## src/tpg_cfg.svh

```systemverilog
// register map, field positions and reset values of the three pin block
// assumes inclusion by bare name from every design file that needs it
`ifndef TPG_CFG_SVH
`define TPG_CFG_SVH

// ------------------------------------------------------------------
// register addresses
// ------------------------------------------------------------------
`define TPG_ADDR_W          8
`define TPG_ADDR_PIN12      8'h1B
`define TPG_ADDR_PIN3       8'h1C

// ------------------------------------------------------------------
// pin_one_two_config fields
// ------------------------------------------------------------------
`define TPG_B_P2_DIR        7
`define TPG_B_P1_DIR        6
`define TPG_B_P2_OUT        5
`define TPG_B_P1_OUT        4
`define TPG_B_P2_SEL        3
`define TPG_B_P1_SEL        2
`define TPG_B_P1_SBY        1
`define TPG_B_P1_CONV1      0

// ------------------------------------------------------------------
// pin_three_and_misc_config fields
// ------------------------------------------------------------------
`define TPG_B_P3_DIR        7
`define TPG_B_P3_OUT        6
`define TPG_B_REG0_EN       5
`define TPG_B_CHG_SEL       4
`define TPG_B_UNUSED        3
`define TPG_B_P2_IRQ        2
`define TPG_B_P1_IRQ        1
`define TPG_B_P2_CONV2      0

// ------------------------------------------------------------------
// reset values and masks
// ------------------------------------------------------------------
`define TPG_RST_PIN12       8'h00
`define TPG_RST_PIN3        8'h00
`define TPG_PIN3_WMASK      8'hF7
`define TPG_RST_RDATA       8'h00
`define TPG_PIN_IDLE        1'b1
`define TPG_PIN_CNT         3

`endif

```

## src/tpg_pkg.sv

```systemverilog
// types shared by the three pin block
// assumes nothing beyond a SystemVerilog compiler
package tpg_pkg;

  // ------------------------------------------------------------------
  // edge interrupt hold state, one-hot
  // ------------------------------------------------------------------
  typedef enum logic [2:0] {
    IRQ_IDLE  = 3'h1,
    IRQ_SET   = 3'h2,
    IRQ_ARMED = 3'h4
  } tpg_irq_state_t;

endpackage
```

## src/tpg_pin_if.sv

```systemverilog
// carrier for synchronised pin levels and edge pulses
// assumes one clock shared by producer and consumer
`timescale 1ns/10ps

interface tpg_pin_if #(
  parameter int N = 3
);
  logic [N-1:0] level;
  logic [N-1:0] rise;
  logic [N-1:0] fall;

  modport src (output level, output rise, output fall);
  modport dst (input  level, input  rise, input  fall);
endinterface

```

## src/tpg_gpio.sv

```systemverilog
// three open-drain pins: outputs, edge interrupts, converter control, conversion trigger
// assumes register accesses come as byte strobes from the serial host port
// and converter requests from the register side arrive as levels
`timescale 1ns/10ps
`include "tpg_cfg.svh"

// How it works
// - a pin one or two set as output floats when its level bit is 1 and pulls low when 0.
// - pin three set as output floats when its level bit is 1 and pulls low when 0.
// - pin three as input with trigger enabled starts a conversion on the rising edge if the edge bit is high, else falling.
// - pin two as input with interrupt on and converter-two control off pulls the interrupt low on the chosen edge, falling for 1.
// - pin one as input with interrupt on and both its converter controls off pulls the interrupt low on the chosen edge, falling for 1.
// - pin two as input with interrupt off and converter-two control on turns converter two on while the pin matches the select bit.
// - pin one as input with only converter-one control on turns converter one on while the pin matches the select bit.
// - pin one as input with only standby control on puts both converters in standby while the pin matches the select bit.
// - the pin one and two register sits at address 1B and the pin three register at 1C.
// - every bit of both registers except bit 3 of 1C is writable and reads back the last written value; that bit reads 0.
// - an edge interrupt is released only after two chosen edges followed by a host read.
// - an undervoltage event or turning the pin into an output also releases the interrupt.
// - every pin passes two flip-flops before the edge logic sees it.
// - a converter under pin control runs only when register and pin both ask, and idles only when both ask standby.
module tpg_gpio (
  input  wire logic                   i_clk,
  input  wire logic                   i_rst,
  input  wire logic                   i_ce,
  input  wire logic [2:0]             i_pin_i,
  output logic      [2:0]             o_pin_o,
  output logic      [2:0]             o_pin_oe,
  input  wire logic                   i_reg_we,
  input  wire logic                   i_reg_rd,
  input  wire logic [`TPG_ADDR_W-1:0] i_reg_addr,
  input  wire logic [7:0]             i_reg_wdata,
  output logic      [7:0]             o_reg_rdata,
  input  wire logic                   i_undervoltage_lockout,
  input  wire logic                   i_pin_three_conv_trigger_en,
  input  wire logic                   i_pin_three_trigger_edge,
  input  wire logic                   i_buck_one_en,
  input  wire logic                   i_buck_two_en,
  input  wire logic                   i_buck_standby,
  output logic                        o_buck_one_en,
  output logic                        o_buck_two_en,
  output logic                        o_buck_standby,
  output logic                        o_conv_start,
  output logic                        o_int_n,
  output logic                        o_regulator_zero_enable,
  output logic                        o_charge_voltage_select
);

  // ------------------------------------------------------------------
  // register file
  // ------------------------------------------------------------------
  logic [7:0] pin12_reg;
  logic [7:0] pin3_reg;
  logic       hit12;
  logic       hit3;

  assign hit12 = (i_reg_addr == `TPG_ADDR_PIN12);
  assign hit3  = (i_reg_addr == `TPG_ADDR_PIN3);

  always_ff @(posedge i_clk or posedge i_rst) begin
    if (i_rst) begin
      pin12_reg <= `TPG_RST_PIN12;
      pin3_reg  <= `TPG_RST_PIN3;
    end else if (i_ce && i_reg_we) begin
      if (hit12) begin
        pin12_reg <= i_reg_wdata;
      end
      if (hit3) begin
        pin3_reg <= i_reg_wdata & `TPG_PIN3_WMASK;
      end
    end
  end

  always_ff @(posedge i_clk or posedge i_rst) begin
    if (i_rst) begin
      o_reg_rdata <= `TPG_RST_RDATA;
    end else if (i_ce && i_reg_rd) begin
      if (hit12) begin
        o_reg_rdata <= pin12_reg;
      end else if (hit3) begin
        o_reg_rdata <= pin3_reg;
      end else begin
        o_reg_rdata <= `TPG_RST_RDATA;
      end
    end
  end

  always_ff @(posedge i_clk or posedge i_rst) begin
    if (i_rst) begin
      o_regulator_zero_enable <= 1'b0;
      o_charge_voltage_select <= 1'b0;
    end else if (i_ce) begin
      o_regulator_zero_enable <= pin3_reg[`TPG_B_REG0_EN];
      o_charge_voltage_select <= pin3_reg[`TPG_B_CHG_SEL];
    end
  end

  // ------------------------------------------------------------------
  // field views
  // ------------------------------------------------------------------
  logic [2:0] dir;
  logic [2:0] out_lvl;
  logic [1:0] sel;
  logic [1:0] irq_en;
  logic       conv1_ctl;
  logic       sby_ctl;
  logic       conv2_ctl;

  assign dir       = {pin3_reg[`TPG_B_P3_DIR], pin12_reg[`TPG_B_P2_DIR],
                      pin12_reg[`TPG_B_P1_DIR]};
  assign out_lvl   = {pin3_reg[`TPG_B_P3_OUT], pin12_reg[`TPG_B_P2_OUT],
                      pin12_reg[`TPG_B_P1_OUT]};
  assign sel       = {pin12_reg[`TPG_B_P2_SEL], pin12_reg[`TPG_B_P1_SEL]};
  assign irq_en    = {pin3_reg[`TPG_B_P2_IRQ], pin3_reg[`TPG_B_P1_IRQ]};
  assign conv1_ctl = pin12_reg[`TPG_B_P1_CONV1];
  assign sby_ctl   = pin12_reg[`TPG_B_P1_SBY];
  assign conv2_ctl = pin3_reg[`TPG_B_P2_CONV2];

  // ------------------------------------------------------------------
  // pin input synchroniser
  // ------------------------------------------------------------------
  tpg_pin_if #(.N(`TPG_PIN_CNT)) pins ();

  tpg_pin_sync #(.N(`TPG_PIN_CNT)) u_sync (
    .i_clk (i_clk),
    .i_rst (i_rst),
    .i_ce  (i_ce),
    .i_pin (i_pin_i),
    .pins  (pins.src)
  );

  // ------------------------------------------------------------------
  // open-drain drivers: enable only to pull low
  // ------------------------------------------------------------------
  always_ff @(posedge i_clk or posedge i_rst) begin
    if (i_rst) begin
      o_pin_o  <= 3'h0;
      o_pin_oe <= 3'h0;
    end else if (i_ce) begin
      o_pin_o  <= 3'h0;
      o_pin_oe <= dir & ~out_lvl;
    end
  end

  // ------------------------------------------------------------------
  // conversion trigger on pin three
  // ------------------------------------------------------------------
  logic trig_edge;

  assign trig_edge = i_pin_three_trigger_edge ? pins.rise[2] : pins.fall[2];

  always_ff @(posedge i_clk or posedge i_rst) begin
    if (i_rst) begin
      o_conv_start <= 1'b0;
    end else if (i_ce) begin
      o_conv_start <= ~dir[2] & i_pin_three_conv_trigger_en & trig_edge;
    end
  end

  // ------------------------------------------------------------------
  // edge interrupts for pins one and two
  // ------------------------------------------------------------------
  logic [1:0] irq_mode;
  logic [1:0] irq_edge;
  logic [1:0] irq_active;
  tpg_pkg::tpg_irq_state_t irq_state_reg [2];

  assign irq_mode[0] = ~dir[0] & irq_en[0] & ~conv1_ctl & ~sby_ctl;
  assign irq_mode[1] = ~dir[1] & irq_en[1] & ~conv2_ctl;

  for (genvar k = 0; k < 2; k++) begin : g_irq
    tpg_pkg::tpg_irq_state_t irq_state_next;
    logic                    release_hw;

    // falling edge when the select bit is 1
    assign irq_edge[k]   = irq_mode[k] & (sel[k] ? pins.fall[k] : pins.rise[k]);
    assign release_hw    = i_undervoltage_lockout | dir[k];
    assign irq_active[k] = (irq_state_reg[k] != tpg_pkg::IRQ_IDLE);

    always_comb begin
      irq_state_next = irq_state_reg[k];
      case (irq_state_reg[k])
        tpg_pkg::IRQ_IDLE: begin
          if (irq_edge[k] && !i_undervoltage_lockout) begin
            irq_state_next = tpg_pkg::IRQ_SET;
          end
        end
        tpg_pkg::IRQ_SET: begin
          if (release_hw) begin
            irq_state_next = tpg_pkg::IRQ_IDLE;
          end else if (irq_edge[k]) begin
            irq_state_next = tpg_pkg::IRQ_ARMED;
          end
        end
        tpg_pkg::IRQ_ARMED: begin
          if (release_hw) begin
            irq_state_next = tpg_pkg::IRQ_IDLE;
          end else if (i_reg_rd && irq_edge[k]) begin
            irq_state_next = tpg_pkg::IRQ_SET;    // new edge beats the read
          end else if (i_reg_rd) begin
            irq_state_next = tpg_pkg::IRQ_IDLE;
          end
        end
        default: begin
          irq_state_next = tpg_pkg::IRQ_IDLE;
        end
      endcase
    end

    always_ff @(posedge i_clk or posedge i_rst) begin
      if (i_rst) begin
        irq_state_reg[k] <= tpg_pkg::IRQ_IDLE;
      end else if (i_ce) begin
        irq_state_reg[k] <= irq_state_next;
      end
    end
  end

  always_ff @(posedge i_clk or posedge i_rst) begin
    if (i_rst) begin
      o_int_n <= 1'b1;
    end else if (i_ce) begin
      o_int_n <= ~|irq_active;
    end
  end

  // ------------------------------------------------------------------
  // converter control
  // ------------------------------------------------------------------
  logic conv1_mode;
  logic sby_mode;
  logic conv2_mode;
  logic pin_conv1_req;
  logic pin_sby_req;
  logic pin_conv2_req;

  assign conv1_mode    = ~dir[0] & ~irq_en[0] & ~sby_ctl & conv1_ctl;
  assign sby_mode      = ~dir[0] & ~irq_en[0] & ~conv1_ctl & sby_ctl;
  assign conv2_mode    = ~dir[1] & ~irq_en[1] & conv2_ctl;
  // a pin that does not control a converter never vetoes the register side
  assign pin_conv1_req = ~conv1_mode | (pins.level[0] == sel[0]);
  assign pin_sby_req   = ~sby_mode | (pins.level[0] == sel[0]);
  assign pin_conv2_req = ~conv2_mode | (pins.level[1] == sel[1]);

  always_ff @(posedge i_clk or posedge i_rst) begin
    if (i_rst) begin
      o_buck_one_en  <= 1'b0;
      o_buck_two_en  <= 1'b0;
      o_buck_standby <= 1'b0;
    end else if (i_ce) begin
      o_buck_one_en  <= i_buck_one_en & pin_conv1_req;
      o_buck_two_en  <= i_buck_two_en & pin_conv2_req;
      o_buck_standby <= i_buck_standby & pin_sby_req;
    end
  end
endmodule

```

## src/tpg_pin_sync.sv

```systemverilog
// two-stage pin synchroniser with edge detection after the second stage
// assumes pins may change at any time relative to i_clk
`timescale 1ns/10ps
`include "tpg_cfg.svh"

module tpg_pin_sync #(
  parameter int N = 3
) (
  input  wire logic         i_clk,
  input  wire logic         i_rst,
  input  wire logic         i_ce,
  input  wire logic [N-1:0] i_pin,
  tpg_pin_if.src            pins
);

  logic [N-1:0] stage1_reg;
  logic [N-1:0] stage2_reg;
  logic [N-1:0] prev_reg;

  // ------------------------------------------------------------------
  // synchroniser and edge history, one lane per pin
  // ------------------------------------------------------------------
  for (genvar k = 0; k < N; k++) begin : g_lane
    always_ff @(posedge i_clk or posedge i_rst) begin
      if (i_rst) begin
        // pins idle high on their pull-ups, so no false edge follows reset
        stage1_reg[k] <= `TPG_PIN_IDLE;
        stage2_reg[k] <= `TPG_PIN_IDLE;
        prev_reg[k]   <= `TPG_PIN_IDLE;
      end else if (i_ce) begin
        stage1_reg[k] <= i_pin[k];
        stage2_reg[k] <= stage1_reg[k];
        prev_reg[k]   <= stage2_reg[k];
      end
    end
  end

  assign pins.level = stage2_reg;
  assign pins.rise  = stage2_reg & ~prev_reg;
  assign pins.fall  = ~stage2_reg & prev_reg;
endmodule

```

## config.mk

```make
export PLATFORM = sky130hd
export DESIGN_NAME = tpg_gpio
export DESIGN_NICKNAME = d
export VERILOG_FILES = /design/src/tpg_pkg.sv /design/src/tpg_pin_if.sv /design/src/tpg_gpio.sv /design/src/tpg_pin_sync.sv
export VERILOG_INCLUDE_DIRS = /design/src
export SDC_FILE = /design/constraint.sdc
export NUM_CORES = 1
export LEC_CHECK = 0
export BUFFER_PORTS_ARGS = -buffer_cell sky130_fd_sc_hd__clkbuf_2
export CELL_PAD_IN_SITES_DETAIL_PLACEMENT = 2
export CELL_PAD_IN_SITES_GLOBAL_PLACEMENT = 2
export CORE_MARGIN = 4
export CORE_UTILIZATION = 37
export CTS_CLUSTER_SIZE = 40
export DETAILED_ROUTE_END_ITERATION = 10
export HOLD_SLACK_MARGIN = 0.03
export PLACE_DENSITY = 0.88
export SLEW_MARGIN = 25
export SYNTH_ARGS = -nofsm -noshare
export SYNTH_HDL_FRONTEND = slang
export SYNTH_SLANG_ARGS = --single-unit
```

## constraint.sdc

```tcl
create_clock -name i_clk -period 3.5 [get_ports i_clk]
set_input_delay 0.525 -clock i_clk [delete_from_list [all_inputs] [get_ports i_clk]]
set_output_delay 0.525 -clock i_clk [all_outputs]
set_load 0.005 [all_outputs]
```

==> impl_metrics.tcl, run 1 <==
set metrics [dict create \
    status "finished clean" \
    clock_path_buffers 2 \
    yosysMostFrequentCell "dfrtp_1" \
    cp.arrival_ns 2.40 \
    clk_pin_slew_ns 0.09 \
    synth_top_area_cell "dfrtp_1" \
    min_period_ns 2.21 \
    synth_edf_count 0 \
    fillers 661 \
    fin_nets 283 \
    root_buffer "clkbuf_8" \
    grt_max_degree 49 \
    numCtsBuffers 5 \
    p_leak_nw 1.27 \
    std_cell_rows 28 \
    synthTopCellsByCount "dfrtp_1 (36), nor2_1 (19), mux2_1 (17), a21oi_1 (14), dfstp_2 (12)" \
    yosysWarnings 0 \
    fin_util_pct 45.4 \
    crit_buf_inv 0 \
    met3_usage_pct 3.22 \
    finalPower_mw 1.36 \
    cap_viol_max_count 0 \
    crit_family "compound AO/OA/AOI/OAI gates" \
    vias 1788 \
    drtPass1Iterations 4 \
    synth-async-reset-ratio_pct 100 \
    drt_wl_total_um 6280 \
    worst_setup_path_end_kind "flop" \
    die_h_um 87.3 \
    fin_setup_tns_ns 0 \
    core_area_um2 6030 \
    worstSetupPathType "flop to flop" \
    crit_fanout 5 \
    drt-wirelength-per-cell_um 19.1 \
    gp_congestion 0.758 \
    grt_overflow 0 \
    viasPerCell 5.43 \
    die_w_um 87.3 \
    cp-startpoint "u_sync.pins.level[1]" \
    grt_usage_pct 17.6 \
    multi_input_area_um2 1020 \
    synth_flop_cell "dfrtp_1" \
    power.density_nw_per_um2 496 \
    path_cells "or3b_4 -> a2111oi_4 -> o2bb2ai_2 -> nand3_2 -> mux2_4" \
    place_area_um2 2620 \
    cts.htree.levels 2 \
    start_util_pct 38.6 \
    postCtsResizedCells 0 \
    hold_slack_ns 0.341 \
    crit_slowest_cell "dfstp_2" \
    hp-class "primary input to async pin" \
    r2r-start "u_sync.pins.level[1]" \
    clkSinkCount 48 \
    rsz0062_at_grt "no" \
    syn_area_um2 2330 \
    cts_hold_buf 0 \
    dp.cells 321 \
    yosysTopAreaCellShare_pct 38.7 \
    skew_ns 0.00411 \
    fmax_mhz 452 \
    layout.cells.non_filler 329 \
    cp-start-kind "flop" \
    grt_pass1_wl_um 10300 \
    busiest_layer "met2" \
    setup_viol 0 \
    finalHoldViolCount 0 \
    synthCells 204 \
    insertion_delay_ns 0.30 \
    cpPeakStageDelay_ns 0.58 \
    pre_cts_ws_ns 1.04 \
    ys_seq_area_share_pct 52.3 \
    grt_pass1_vias 1910 \
    syn2layout_area_growth_pct 17.6 \
    post_cts_buffers 0 \
    ios 51 \
    synth_cell_types 49 \
    maxSlewHeadroom_pct 43.5 \
    dp_hpwl_um 4450 \
    met2_usage_pct 30.6 \
    final-seq-area_um2 1220 \
    worst_slack_ns 1.29 \
    fin_crit_sh_pct 63.2 \
    fin_area_um2 2740 \
    port_buffers 47 \
    worst_pin_slew_ns 0.847 \
    use_met1_pct 22.8 \
    drcViolationCount 0 \
    dr.first_iter.drc_count 85 \
    antenna_cells 0 \
    ant_nets 0 \
    crit_required_ns 3.69 \
    cts_tree "done" \
    antenna_found_initial 0 \
    die_area_um2 7620 \
    yosys-top-cells-area "dfrtp_1 (39%), dfstp_2 (14%), mux2_1 (8.2%), mux2_2 (5.3%), nor2_1 (3.1%)" \
    layout-drive-gt1-share_pct 35.4 \
    synth-seq-cells 48 \
    peakVddDrop_mv 0.287 \
    drv_slew 0 \
    synth.avg_cell_area_um2 11.4 \
]
## worst paths after layout
kind	to	slack (ns)	cells past startpoint
setup / recovery	irq_state_reg[2]	1.29	5
hold / removal	o_charge_voltage_select	0.34	2
setup reg to reg	irq_state_reg[2]	1.29	5
hold reg to reg	o_int_n	0.47	2
max in group asynchronous	o_buck_standby	2.65	2
min in group i_clk	u_sync.stage1_reg[2]	0.45	2
## logic make-up (layout without fill, tap and decap cells)
| group | Yosys count | count (layout) | share of synthesized area [%] |
|---|---|---|---|
| and+or+nand+nor | 62 | 62 | 15.6 |
| DFF | 48 | 48 | 52.3 |
| AOI/OAI and AO/OA | 42 | 42 | 12.9 |
| muxes | 29 | 29 | 14.2 |
| buffers and inverters | 20 | 68 | 4.09 |
| xor gates and xnor gates | 2 | 2 | 0.753 |
| other | 1 | 3 | 0.161 |
## final cells by class
cell class | instances | area share, %
multi-input combinational | 138 | 37.4
clock inverter | 3 | 1.55
inverter | 11 | 1.55
timing repair buffer | 49 | 9.14
sequential | 48 | 44.4
tap | 75 | 3.43
clock buffer | 5 | 2.51
## routing by layer
| metal | up-vias | share of wire [%] | wire length [um] |
|---|---|---|---|
| met5 | - | 0 | 0 |
| met4 | 0 | 0.54 | 34 |
| met3 | 4 | 3.3 | 206 |
| met2 | 34 | 51 | 3230 |
| met1 | 929 | 45 | 2810 |
| li1 | 821 | - | - |
## where the power goes
part	switching [mW]	internal, mW
registers	0.0686	0.636
logic	0.132	0.119
clock network	0.190	0.212
## layout by cell type (no fill, tap or decap), types with 5 or more instances in the layout
cell type,n
a22oi_1,7
nor2_1,19
nand2b_1,5
clkbuf_8,5
dfstp_2,12
mux2_1,17
nand2_1,8
a21oi_1,14
inv_1,9
dfrtp_1,36
mux2_2,11
clkbuf_2,47
(Power assumes the default switching activity.)
==> run 2, diff against run 1 <==
--- a/config.mk
+++ b/config.mk
@@ -10,11 +10,11 @@
 export CELL_PAD_IN_SITES_DETAIL_PLACEMENT = 2
 export CELL_PAD_IN_SITES_GLOBAL_PLACEMENT = 2
 export CORE_MARGIN = 4
-export CORE_UTILIZATION = 37
+export CORE_UTILIZATION = 31
 export CTS_CLUSTER_SIZE = 40
 export DETAILED_ROUTE_END_ITERATION = 10
 export HOLD_SLACK_MARGIN = 0.03
-export PLACE_DENSITY = 0.88
+export PLACE_DENSITY = 0.79
 export SLEW_MARGIN = 25
 export SYNTH_ARGS = -nofsm -noshare
 export SYNTH_HDL_FRONTEND = slang
==> constraint.sdc (replaced) <==
create_clock -name i_clk -period 1.93 [get_ports i_clk]
set_input_delay 0.2895 -clock i_clk [delete_from_list [all_inputs] [get_ports i_clk]]
set_output_delay 0.2895 -clock i_clk [all_outputs]
set_load 0.005 [all_outputs]
==> impl_metrics.tcl, run 2 (same netlist as run 1, synthesis figures left out) <==
set metrics [dict create \
    skew_ns 0.00567 \
    antenna_cells 0 \
    grt_pass1_vias 1993 \
    worst_setup_path_end_kind "flop" \
    worstRegToRegCells 5 \
    viasPerCell 4.96 \
    cap_viol_max_count 0 \
    topRoutingLayerUsed "met4" \
    worst_pin_slew_ns 0.643 \
    grt_pass1_wl_um 10500 \
    fin_nets 297 \
    crit_required_ns 2.13 \
    multi_input_area_um2 1040 \
    std_cell_rows 31 \
    ios 51 \
    cts.htree.levels 2 \
    maxSlewHeadroom_pct 57.1 \
    clock_path_buffers 2 \
    grt_usage_pct 15.2 \
    peakVddDrop_mv 0.433 \
    ant_nets 0 \
    drv_slew 0 \
    die_area_um2 8950 \
    dp_hpwl_um 4720 \
    core_area_um2 7290 \
    drt-wirelength-per-cell_um 17.9 \
    insertion_delay_ns 0.30 \
    port_buffers 47 \
    cp-start-kind "flop" \
    root_buffer "clkbuf_8" \
    antenna_found_initial 0 \
    hp-class "primary input to async pin" \
    grt_overflow 0 \
    finalPower_mw 2.41 \
    die_h_um 94.6 \
    syn2layout_area_growth_pct 24.5 \
    numCtsBuffers 5 \
    start_util_pct 31.9 \
    drt_wl_total_um 6590 \
    finalHoldViolCount 0 \
    fillers 833 \
    drcViolationCount 0 \
    die_w_um 94.6 \
    hold_slack_ns 0.121 \
    gp_congestion 0.779 \
    min_period_ns 1.93 \
    cp.arrival_ns 2.12 \
    dr.first_iter.drc_count 38 \
    p_leak_nw 1.35 \
    setup_viol 0 \
    clk_pin_slew_ns 0.09 \
    status "finished clean" \
    final_cell_mix "clkbuf_2 (47), dfrtp_1 (36), nor2_1 (19)" \
    mostFrequentLayoutCell "clkbuf_2" \
    fin_crit_sh_pct 99.8 \
    rsz0062_at_grt "yes" \
    fin_util_pct 39.7 \
    grt_max_degree 49 \
    power.density_nw_per_um2 831 \
    wl_met1_um 2920 \
    fmax_mhz 519 \
    final-seq-area_um2 1220 \
    vias 1819 \
    clkSinkCount 48 \
    worstSetupPathType "flop to flop" \
    cts_tree "done" \
    layout-drive-gt1-share_pct 40.7 \
    dr_wl_met3_um 159 \
    drtPass1Iterations 4 \
    wl_met2_um 3480 \
    crit_fanout 3 \
]
## run 2: cell types whose count changed in the layout (fill, tap and decap cells not counted), sizes merged
| cell | previous run | this run |
|---|---|---|
| clkinv | 3 | 2 |
| bufinv | 1 | 0 |
| clkbuf | 52 | 53 |
| buf | 2 | 16 |
| inv | 10 | 11 |
## run 2: repair_timing
item	in CTS	in global routing
cloned	0	0
hold buffers	0	0
gates resized for setup	0	4
pin swaps	1	0
setup buffers	0	2
setup endpoints to repair	1	5
## run 2: metrics by stage
stage / TNS, ns / cells / cell area [um2] / worst slack, ns
2_1_floorplan: -0.0255 / 206 / 2330 / -0.0255
3_3_place_gp: 0 / 357 / 2770 / 0.0405
3_5_place_dp: -1.22 / 357 / 2770 / -0.141
4_1_cts: -0.00244 / 365 / 2860 / -0.00244
5_1_grt: -0.195 / 367 / 2900 / -0.0807
6_report: 0 / 367 / 2900 / 0.00357
## run 2: layer usage
metal,global-route usage [%],vias to the layer above
met5,0,-
met4,3.25,0
met3,2.23,2
met2,26.2,29
met1,20.2,940
li1,-,848
## run 2: worst max-delay path, cell delays in order, from the launching register on
cell,delay [ns]
dfstp_2,0.53
or3b_4,0.38
a2111oi_4,0.36
o2bb2ai_2,0.14
nand3_2,0.10
mux2_4,0.30
## run 2: layout make-up
cell class,instances,area share [%]
sequential,48,42.0
inverter,11,1.43
timing repair buffer,63,13.1
tap,99,4.28
clock buffer,6,2.85
clock inverter,2,0.346
multi-input combinational,138,36.0
## run 2: power by group
group	switching (mW)	leakage, nW	internal (mW)
logic	0.256	0.696	0.245
clock network	0.346	0.0510	0.287
registers	0.117	0.607	1.15
## run 2: worst paths after layout
| kind | start | to | slack [ns] |
|---|---|---|---|
| setup / recovery | u_sync.pins.level[1] | irq_state_reg[2] | 0.004 |
| hold / removal | i_rst | irq_state_reg[2] | 0.12 |
| setup reg to reg | u_sync.pins.level[1] | irq_state_reg[2] | 0.004 |
| hold reg to reg | o_int_n | o_int_n | 0.48 |
| max in group asynchronous | i_rst | pin12_reg[7] | 1.36 |
| min in group i_clk | i_reg_wdata[3] | pin12_reg[3] | 0.21 |
